**src/hdl/lock_detect_map.vh**
```
// register offsets, field positions, reset values and lock counts for the lock detect block
`ifndef LOCK_DETECT_MAP_VH
`define LOCK_DETECT_MAP_VH
`define LOCK_CFG_ADDR 8'h07
`define ANALOG_CFG_ADDR 8'h08
`define LOCK_CFG_RESET 24'h200844
`define ANALOG_CFG_RESET 24'h01bfff
`define WINCNT_LSB 0
`define WINCNT_MSB 2
`define TDIV_LSB 5
`define TDIV_MSB 7
`define TSPD_LSB 8
`define TSPD_MSB 9
`define LOCK_EN_BIT 11
`define LOCK_MODE_BIT 14
`define TRAIN_BIT 20
`define PIN_DRV_EN_BIT 5
`define BIAS_EN_BIT 10
`define HF_REF_BIT 21
`define OUT_LEVEL_BIT 22
`define GPO_MODE_BIT 7
`define CNT_5 17'h00005
`define CNT_32 17'h00020
`define CNT_96 17'h00060
`define CNT_256 17'h00100
`define CNT_512 17'h00200
`define CNT_2048 17'h00800
`define CNT_8192 17'h02000
`define CNT_65535 17'h0ffff
`define TDIV_RESET 3'h4
`define TSPD_RESET 2'h0
`define TRAIN_LEN 8'h3f
`endif

```
**src/hdl/lock_detect_config.v**
```verilog
// lock detect and output pin configuration registers with lock counter
`include "lock_detect_map.vh"

// Contract
// - lock declared only after programmed count of consecutive in-window edges.
// - timer divide and speed fields apply only in manual mode.
// - enable bit turns lock indicator off or on; set after reset.
// - mode bit: manual when clear, automatic training when set; resets clear.
// - training starts on zero-to-one transition of training bit.
// - pin driver enable clear holds shared pin at high impedance.
// - driver enable set and gpo mode set drives pin always.
// - bias enable bit drives prescaler bias, only for external oscillator path.
// - output level bit selects 1.8 V or supply levels; resets clear.
module lock_detect_config (
  // clock and reset
  input wire clk,
  input wire sys_rst,
  // register write and read ports from the serial interface
  input wire wr_en,
  input wire [7:0] wr_addr,
  input wire [23:0] wr_data,
  input wire [7:0] rd_addr,
  output reg [23:0] rd_data,
  // serial bus context
  input wire [2:0] last_chip_addr,
  input wire gpo_mode,
  input wire serial_out_active,
  input wire serial_out_data,
  // divided oscillator edge events
  input wire div_edge,
  input wire div_edge_in_window,
  input wire ext_osc_sel,
  // lock pin and analog controls
  output wire pin_out,
  output wire pin_oe,
  output wire pin_level_sel,
  output wire prescaler_bias_en,
  output wire high_freq_ref,
  output reg phase_lock_indicator,
  output wire training_busy,
  output wire [2:0] timer_divide,
  output wire [1:0] timer_speed
);

  reg [23:0] lock_cfg_reg;
  reg [23:0] analog_cfg_reg;
  reg train_prev_reg;
  reg [7:0] train_cnt_reg;
  reg [16:0] run_cnt_reg;
  reg [16:0] target;
  wire lock_en;
  wire auto_mode;
  wire train_rise;

  assign lock_en = lock_cfg_reg[`LOCK_EN_BIT];
  assign auto_mode = lock_cfg_reg[`LOCK_MODE_BIT];
  assign train_rise = lock_cfg_reg[`TRAIN_BIT] & ~train_prev_reg;

  // register file; reset values keep lock enabled and manual mode
  always @(posedge clk) begin
    if (sys_rst) begin
      lock_cfg_reg <= `LOCK_CFG_RESET;
      analog_cfg_reg <= `ANALOG_CFG_RESET;
    end else if (wr_en) begin
      if (wr_addr == `LOCK_CFG_ADDR) begin
        lock_cfg_reg <= wr_data;
      end
      if (wr_addr == `ANALOG_CFG_ADDR) begin
        analog_cfg_reg <= wr_data;
      end
    end
  end

  always @* begin
    case (rd_addr)
      `LOCK_CFG_ADDR: rd_data = lock_cfg_reg;
      `ANALOG_CFG_ADDR: rd_data = analog_cfg_reg;
      default: rd_data = 24'h000000;
    endcase
  end

  always @* begin
    case (lock_cfg_reg[`WINCNT_MSB:`WINCNT_LSB])
      3'h0: target = `CNT_5;
      3'h1: target = `CNT_32;
      3'h2: target = `CNT_96;
      3'h3: target = `CNT_256;
      3'h4: target = `CNT_512;
      3'h5: target = `CNT_2048;
      3'h6: target = `CNT_8192;
      3'h7: target = `CNT_65535;
      default: target = `CNT_5;
    endcase
  end

  // training is edge triggered; a held high bit never retrains again
  always @(posedge clk) begin
    if (sys_rst) begin
      train_prev_reg <= 1'b0;
      train_cnt_reg <= 8'h00;
    end else begin
      train_prev_reg <= lock_cfg_reg[`TRAIN_BIT];
      if (train_rise && auto_mode) begin
        train_cnt_reg <= `TRAIN_LEN;
      end else if (train_cnt_reg != 8'h00) begin
        train_cnt_reg <= train_cnt_reg - 8'h01;
      end
    end
  end
  assign training_busy = train_cnt_reg != 8'h00;

  // consecutive run counter; saturates at the target
  always @(posedge clk) begin
    if (sys_rst) begin
      run_cnt_reg <= 17'h00000;
      phase_lock_indicator <= 1'b0;
    end else if (!lock_en || training_busy) begin
      run_cnt_reg <= 17'h00000;
      phase_lock_indicator <= 1'b0;
    end else if (div_edge) begin
      if (!div_edge_in_window) begin
        run_cnt_reg <= 17'h00000;
        phase_lock_indicator <= 1'b0;
      end else if (run_cnt_reg < target) begin
        run_cnt_reg <= run_cnt_reg + 17'h00001;
        phase_lock_indicator <= (run_cnt_reg + 17'h00001) >= target;
      end else begin
        phase_lock_indicator <= 1'b1;
      end
    end
  end

  // manual timer fields are forced to fixed values (divide 4, speed 0) in training mode
  assign timer_divide = auto_mode ? `TDIV_RESET : lock_cfg_reg[`TDIV_MSB:`TDIV_LSB];
  assign timer_speed = auto_mode ? `TSPD_RESET : lock_cfg_reg[`TSPD_MSB:`TSPD_LSB];

  // shared pin: readback data while serial output is active, else lock status
  assign pin_out = serial_out_active ? serial_out_data : phase_lock_indicator;
  assign pin_oe = analog_cfg_reg[`PIN_DRV_EN_BIT] &
    (gpo_mode | (last_chip_addr == 3'h0));
  assign pin_level_sel = analog_cfg_reg[`OUT_LEVEL_BIT];
  assign prescaler_bias_en = analog_cfg_reg[`BIAS_EN_BIT] & ext_osc_sel;
  assign high_freq_ref = analog_cfg_reg[`HF_REF_BIT];

endmodule // lock_detect_config

```
**config.mk**
```make
export PLATFORM = sky130hd
export DESIGN_NAME = lock_detect_config
export DESIGN_NICKNAME = d
export VERILOG_FILES = /design/src/hdl/lock_detect_config.v
export VERILOG_INCLUDE_DIRS = /design/src /design/src/hdl
export SDC_FILE = /design/constraint.sdc
export NUM_CORES = 1
export LEC_CHECK = 0
export BUFFER_PORTS_ARGS = -buffer_cell sky130_fd_sc_hd__buf_2
export CAP_MARGIN = 20
export CORE_AREA = 2 2 98 100
export CTS_CLUSTER_DIAMETER = 40
export DETAILED_ROUTE_END_ITERATION = 10
export DIE_AREA = 0 0 100 102
export PLACE_DENSITY = 0.76
export REMOVE_ABC_BUFFERS = 1
export SLEW_MARGIN = 20
export SYNTH_ARGS = -nofsm -noshare
export SYNTH_HDL_FRONTEND = slang
export SYNTH_SLANG_ARGS = --single-unit
```
**constraint.sdc**
```tcl
create_clock -name clk -period 3.06 [get_ports clk]
set_input_delay 0.612 -clock clk [delete_from_list [all_inputs] [get_ports clk]]
set_output_delay 0.612 -clock clk [all_outputs]
set_load 0.1 [all_outputs]
```
# == After elaboration in Yosys (flattened, before gate mapping) ==
# Memory sizes are Yosys's and may differ from the RTL's. A register that Yosys moved wholly into a read port is not among the register bits.
# Cells that the tools add are included.
# totals
input_bits,52
rom_bits,128
mem_count,1
output_inout_bits,36
regBits,75
elab_cells,45
# memory_table
name,depth,width,rd,rd_ports_with_merged_regs,write_ports,line_no,rtl
(no name shown),8,16,1,1,0,lock_detect_config.v:83,case (lock_cfg_reg[`WINCNT_MSB:`WINCNT_LSB])
# op_classes
mux,12
order_cmp,2
n_bitwise,5
n_addsub,2
eq_ne,5
n_reduce_logical,11
# ops
operator,count
$pmux W24 S2,1
$mux W17,2
$add A17 B1 Y17 const B,1
$ge A17 B17 Y1,1
$lt A17 B17 Y1,1
$eq A8 B3 Y1 const B,2
$eq A8 B4 Y1 const B,2
$mux W6,2
$mux W3,3
$reduce_bool A8 Y1,1
$sub A8 B1 Y8 const B,1
$reduce_and A2 Y1,3
$reduce_or A2 Y1,2
$and A1 B1 Y1,3
$logic_not A3 Y1,1
$mux W1,3
$mux W2,1
$ne A2 B1 Y1 const B,1
$reduce_bool A2 Y1,1
$logic_and A1 B1 Y1,1
$logic_not A1 Y1,1
$logic_or A1 B1 Y1,1
$not A1 Y1,1
$or A1 B1 Y1,1

# == Longest topological paths before layout ==
# Gate-level depths: netlist (run 1).
# logic_depth
depth_word,4
ltp_mapped,12
depth_no_buf,11

# == Worst setup path before layout (run 1) ==
# OpenSTA, ideal clock, no wires.
# synth_path
kind,input -> output
startpoint,input port rd_addr[5]
endpoint,output port rd_data[0]
path_stages,4
required_ps,2448
arrival_ps,2836
slack_ps,-388
path_buffers,1
cell_sequence,or4_1 > nor4_1 > clkbuf_1 > a22o_1
# synth_via
elab_chain_len,2
elab_cells_between_ends,3
classes_between,eq/ne: 2; mux: 1
# synth_rtl
element,line_no,rtl
from (decl),lock_detect_config.v:22,"input wire [7:0] rd_addr,"
$eq A8 B4 Y1 / $eq A8 B3 Y1 (equally long branches),lock_detect_config.v:75,case (rd_addr)
$pmux W24 S2 (*),lock_detect_config.v:75,
to (decl),lock_detect_config.v:23,"output reg [23:0] rd_data,"
# Every way passes the cells marked *; elsewhere a longest branch is shown, timed or not.

# == Worst setup path in the final report (run 1) ==
# layout_path
startpoint,input port rd_addr[5]
endpoint,output port rd_data[19]
# Same word-level chain as after synthesis.

==> results of run 1 <==
per-stage QoR:
stage                     utilization (%)  area, um^2  TNS (ns)  power [mW]  instances
final                                62.0        5640         0        2.46        682
after global routing                 62.0        5640         0        2.59        682
after CTS                            61.8        5630         0        2.48        682
after detailed placement             59.7        5440         0        1.73        666
after global placement               59.7        5440         0        1.72        666
after floorplan                         -        4390    -82.14        1.59        456
metal layers:
layer	vias to the layer above	part of all wire, %
met5	-	0.10
met2	85	49
met1	1875	44
li1	1920	-
met4	2	1.3
met3	16	6.5
layout make-up:
| type | count | area (um^2) |
|---|---|---|
| inverters | 20 | 75.1 |
| repair buffers | 99 | 898 |
| flip-flops and latches | 83 | 1660 |
| fillers | 769 | 3470 |
| well taps | 111 | 139 |
| multi-input cells | 353 | 2680 |
| clock inverters | 6 | 48.8 |
| clock buffers | 10 | 138 |
power by group through the flow:
stage               combinational (mW)  sequential [mW]  clock (mW)
finish                           0.535             1.17       0.754
global route                     0.587             1.18       0.824
global placement                 0.523             1.19           0
detailed placement               0.533             1.20           0
CTS                              0.536             1.17       0.775
floorplan                        0.404             1.19           0
worst register-to-register path, delay by kind of cell (launching register included):
kind	cells	cell delay [ns]
flip-flops	1	0.32
AND/OR/NAND/NOR	1	0.17
buffers and inverters	2	0.21
AO/OA/AOI/OAI	5	1.65
adder cells (fa/ha/maj)	1	0.30
cells in the final DEF, fill, tap and decap left out, drive strengths merged, types with 5 or more instances in the layout:
| master | instances |
|---|---|
| buf | 99 |
| dfxtp | 83 |
| nor2 | 43 |
| ha | 37 |
| mux2i | 31 |
| a22o | 30 |
| nor2b | 30 |
| nand2 | 22 |
| inv | 21 |
| a211o | 20 |
| a21oi | 17 |
| nor3 | 15 |
| xnor2 | 12 |
| nand3 | 10 |
| clkbuf | 10 |
| xor2 | 7 |
| nand4 | 7 |
| a221o | 7 |
| nor4 | 7 |
| mux2 | 5 |
| nor4b | 5 |
| or2 | 5 |
final timing paths:
path,depth (start not counted),endpoint
setup / recovery,6,rd_data[19]
setup reg to reg,9,run_cnt_reg[2]$_SDFFE_PP0P_
hold / removal,2,analog_cfg_reg[16]$_SDFFE_PP1P_
hold reg to reg,1,run_cnt_reg[16]$_SDFFE_PP0P_
kinds of logic after synthesis:
| logic type | Yosys count | share of synthesized area [%] |
|---|---|---|
| xor+xnor | 19 | 3.70 |
| fa+ha+maj | 37 | 10.3 |
| compound gates | 99 | 17.4 |
| simple gates | 162 | 19.4 |
| flops | 83 | 37.0 |
| buf+inv | 45 | 4.09 |
| mux | 36 | 8.15 |
==> results.toml, run 1 <==
[timing]
holdWs_ns = 0.464
slew_viol_final = 0
rsz0062_at_grt = "false"
hold_viol = 0
post-route-period-util_pct = 93.6
fin_skew_ns = 0.0109
setup_viol = 0
slew_headroom_pct = 51.6
max_freq_mhz = 349
worst_pin_slew_ns = 0.708
period_needed_ns = 2.86
setup_ws_ns = 0.197

[yosys]
syn-cell-area_mm2 = 0.00450
netlist_instances = 481
synth_edf_count = 0
synth.most_common_cell = "dfxtp_1"
ys_top_cells_by_area = "dfxtp_1, ha_1, mux2i_1, a22o_1, nor2b_1"
ys_ff_latch = 83
synthTopCellsByCount = "dfxtp_1, nor2_1, ha_1"
async_flop_share_pct = 0
ys.flop_type = "dfxtp_1"
synth_cell_types = 50
synth_top_cell_area_share_pct = 37.0
ys_seq_area_share_pct = 37.0
yosys.area.top_type = "dfxtp_1"
avgSynthCellArea_um2 = 9.35
yosysWarningCount = 0

[power_and_ir_drop]
p_clk_share_pct = 30.6
power_leakage_nw = 2.27
power_switching_mw = 0.807
vdd_drop_max_v = 0.000252
swShare_pct = 32.8
p_int_mw = 1.66
p_seq_share_pct = 47.7
powerDensity_mw_per_mm2 = 436
comb_power_share_pct = 21.7

[critical_path]
critical-path-top-delay-family = "simple AND/OR/NAND/NOR gates"
cp.arrival_ns = 2.25
critPathLaunch = "rd_addr[5]"
path_max_fanout = 14
cp-end-kind = "primary output"
criticalPathCategory = "input pin to primary output"
crit_required_ns = 2.45
rr_startpoint = "target[14]$_SDFF_PN0_"
path_buf_inv = 3
cpMaxStageDelayCell = "or4_1"
cpPeakStageDelay_ns = 0.56
r2r_slack_ns = 0.30
path_cells = "buf_2 > or4_1 > nor4_2 > buf_4 > a22o_1 > buf_12"
startpoint_type = "input pin"

[layout]
drive_gt1_share_pct = 23.5
syn_to_final_growth_pct = 25.5
final_net_count = 655
antenna_cells = 0

[cts]
cts_buffer_depth = 2
cts.htree.levels = 3
clk_pin_slew_ns = 0.09
cts_root_buf = "clkbuf_8"
ctsResizeCount = 0
clk_latency_ns = 0.36
cts_buffers = 9
tritoncts = "yes"
cts.sink_count = 83
post_cts_buffers = 0
cts_hold_buf = 0

[floorplan]
die_area_mm2 = 0.0102
die_y_um = 102
io_pins = 88
num_rows = 35
die_w_um = 100
start_util_pct = 49.4
core_mm2 = 0.00911

[grt]
grt-ovfl-total = 0
busiest_layer = "met2"
use_met1_pct = 27.1
grt_pass1_wl_um = 18800
met3_usage_pct = 7.52
use_met2_pct = 40.6
grt_max_degree = 62
gr-usage-all-layers_pct = 23.0
grt_antenna_before_repair = 1
grt_pass1_vias = 4094

[placement]
io_buffers = 87
place_congestion = 0.873
place_ws_ns = 0.0977
hpwl_um = 8020

[flow_run]
cap_violations = 0

[drt]
drtIter0Drc = 150
vias = 3898
detail_route.wl_per_cell_um = 16.1
ant_nets = 0
route.detailed.drc = 0
viasPerCell = 5.72
firstDrtPassIters = 4
wl_um = 11000

[min_path]
min_from = "wr_data[16]"
holdCritPathClass = "input pin to register"

[status]
status = "completed"
(Power assumes the default switching activity.)
==> inputs of run 2 (changes only) <==
- CELL_PAD_IN_SITES_DETAIL_PLACEMENT: unset -> 1
- CELL_PAD_IN_SITES_GLOBAL_PLACEMENT: unset -> 1
- CORE_AREA: 2 2 98 100 -> 2 2 111 113
- CTS_BUF_LIST: unset -> sky130_fd_sc_hd__clkbuf_8
- DIE_AREA: 0 0 100 102 -> 0 0 113 115
- PLACE_DENSITY: 0.76 -> 0.78
- SETUP_SLACK_MARGIN: unset -> 0.5
==> run 2 against run 1 <==
Net effect: the run now ends with design-rule violations left; non-clock buffer count increased by 40; final cell count increased by 11%; global-route usage increased by 0.11 points; die area increased by 27%; critical path depth increased by 6; largest cell class unchanged; sequential power about the same; combinational power increased by 28%; core utilization decreased by 6.2 points.
==> results.toml, run 2 (synthesis gave the netlist of run 1 again) <==
[status]
status = "finished with violations"
violations = "design-rule violations"

[layout]
final_cell_mix = "dfxtp_1, buf_2, nor2_1, mux2i_1, ha_1"
num-fill-cells = 1303
final_net_count = 696
finalNonFillerCells = 760
fin_area_mm2 = 0.00659
syn_to_final_growth_pct = 46.5
layout_commonest_cell = "dfxtp_1"
drive_gt1_share_pct = 38.2

[timing]
slew_viol_final = 0
fin_skew_ns = 0.00460
worst_pin_slew_ns = 0.514
slew_headroom_pct = 65.4
setup_viol = 0
max_freq_mhz = 366
holdWs_ns = 0.453
rsz0062_at_grt = "true"
tns_ns = 0
period_needed_ns = 2.74
post-route-period-util_pct = 89.4
hold_viol = 0
setup_ws_ns = 0.324

[grt]
grt-ovfl-total = 0
grt_max_degree = 45
gr-usage-all-layers_pct = 23.1
grt_pass1_wl_um = 23700
grt_antenna_before_repair = 1
grt_pass1_vias = 4598

[flow_run]
cap_violations = 0

[power_and_ir_drop]
p_seq_share_pct = 45.1
powerDensity_mw_per_mm2 = 398
swShare_pct = 34.0
p_int_mw = 1.73
comb_power_share_pct = 26.2
power_switching_mw = 0.891
power_leakage_nw = 2.70
vdd_drop_max_v = 0.000264
p_clk_share_pct = 28.7

[floorplan]
num_rows = 40
start_util_pct = 38.1
die_w_um = 113
core_mm2 = 0.0118
io_pins = 88
die_area_mm2 = 0.0130
die_y_um = 115

[placement]
place_inst = 708
place_ws_ns = -0.0372
placed_area_mm2 = 0.00552
hpwl_um = 9620
io_buffers = 87
place_congestion = 0.828

[drt]
detail_route.wl_per_cell_um = 21.3
viasPerCell = 5.72
ant_nets = 0
vias = 4347
route.detailed.drc = 4
drtIter0Drc = 244
firstDrtPassIters = 7
wl_um = 16200

[critical_path]
crit_required_ns = 3.32
r2r_slack_ns = 0.32
cpMaxStageDelayCell = "dfxtp_4"
cp.arrival_ns = 2.99
cp_common_cell = "buf_6"
path_cells = "clkinvlp_4 > buf_6 > buf_6 > ha_4 > a211oi_2 > nand2_1 > a211o_1 > buf_6 > o311ai_4 > a21oi_4 > buf_6 > a221o_1"
cpPeakStageDelay_ns = 0.39
path_max_fanout = 6
cp-end-kind = "register"
criticalPathCategory = "register to register"
startpoint_type = "register"

[cts]
cts.sink_count = 83
cts_buffers = 9
cts_buffer_depth = 2
cts_hold_buf = 0
clk_pin_slew_ns = 0.09
cts_root_buf = "clkbuf_8"
tritoncts = "yes"
clk_latency_ns = 0.37
cts.htree.levels = 3

[min_path]
holdCritPathClass = "input pin to register"
-- run 2: per-layer routing --
metal  track usage, %  wire, um  part of all wire (%)
met1             24.6      6060                    38
met2             42.2      8540                    53
met3             8.43      1040                   6.4
met4             8.37       519                   3.2
met5                0         0                     0
-- run 2: layout make-up --
type / instances / area (um^2) / share of cell area, %
timing repair buffer: 139 / 1330 / 20.2
clock buffer: 10 / 138 / 2.09
inverter: 20 / 78.8 / 1.20
clock inverter: 6 / 40.0 / 0.608
timing repair inverter: 1 / 7.51 / 0.114
antenna: 1 / 2.50 / 0.0380
sequential: 83 / 1680 / 25.5
multi-input combinational: 353 / 3130 / 47.5
tap: 147 / 184 / 2.79
-- run 2: path summary, 6_finish.rpt --
path / startpoint / endpoint / depth (start not counted)
worst max-delay path: target[14]$_SDFF_PN0_ / run_cnt_reg[7]$_SDFFE_PP0P_ / 12
worst min-delay path: wr_data[1] / analog_cfg_reg[1]$_SDFFE_PP1P_ / 2
worst min register to register: lock_cfg_reg[15]$_SDFFE_PP0P_ / lock_cfg_reg[15]$_SDFFE_PP0P_ / 2
worst max register to register: target[14]$_SDFF_PN0_ / run_cnt_reg[7]$_SDFFE_PP0P_ / 12
-- run 2: worst max-delay path, delay by kind of cell (launching register included) --
kind                       cells  cell delay, ns
AOI/OAI and AO/OA              5            1.30
adders and majority gates      1            0.14
and+or+nand+nor                1            0.13
buffers and inverters          5            0.64
DFF                            1            0.39
-- run 2: power by group through the flow --
stage	logic (mW)	registers [mW]	clock network, mW
global placement	0.527	1.20	0
finish	0.687	1.18	0.752
global route	0.743	1.19	0.814
floorplan	0.404	1.19	0
detailed placement	0.548	1.20	0
CTS	0.604	1.17	0.768
-- run 2: metrics by stage --
step	util (%)	power, mW
floorplan	-	1.59
global placement	46.8	1.72
detailed placement	46.8	1.75
CTS	52.3	2.55
global route	55.7	2.75
finish	55.8	2.62
-- run 2: repair_timing --
action	CTS	global route
pin swaps	20	39
gates cloned	4	0
setup buffers	18	13
endpoints found under the setup margin	43	43
gates resized for setup	54	66
hold endpoints to repair	0	0
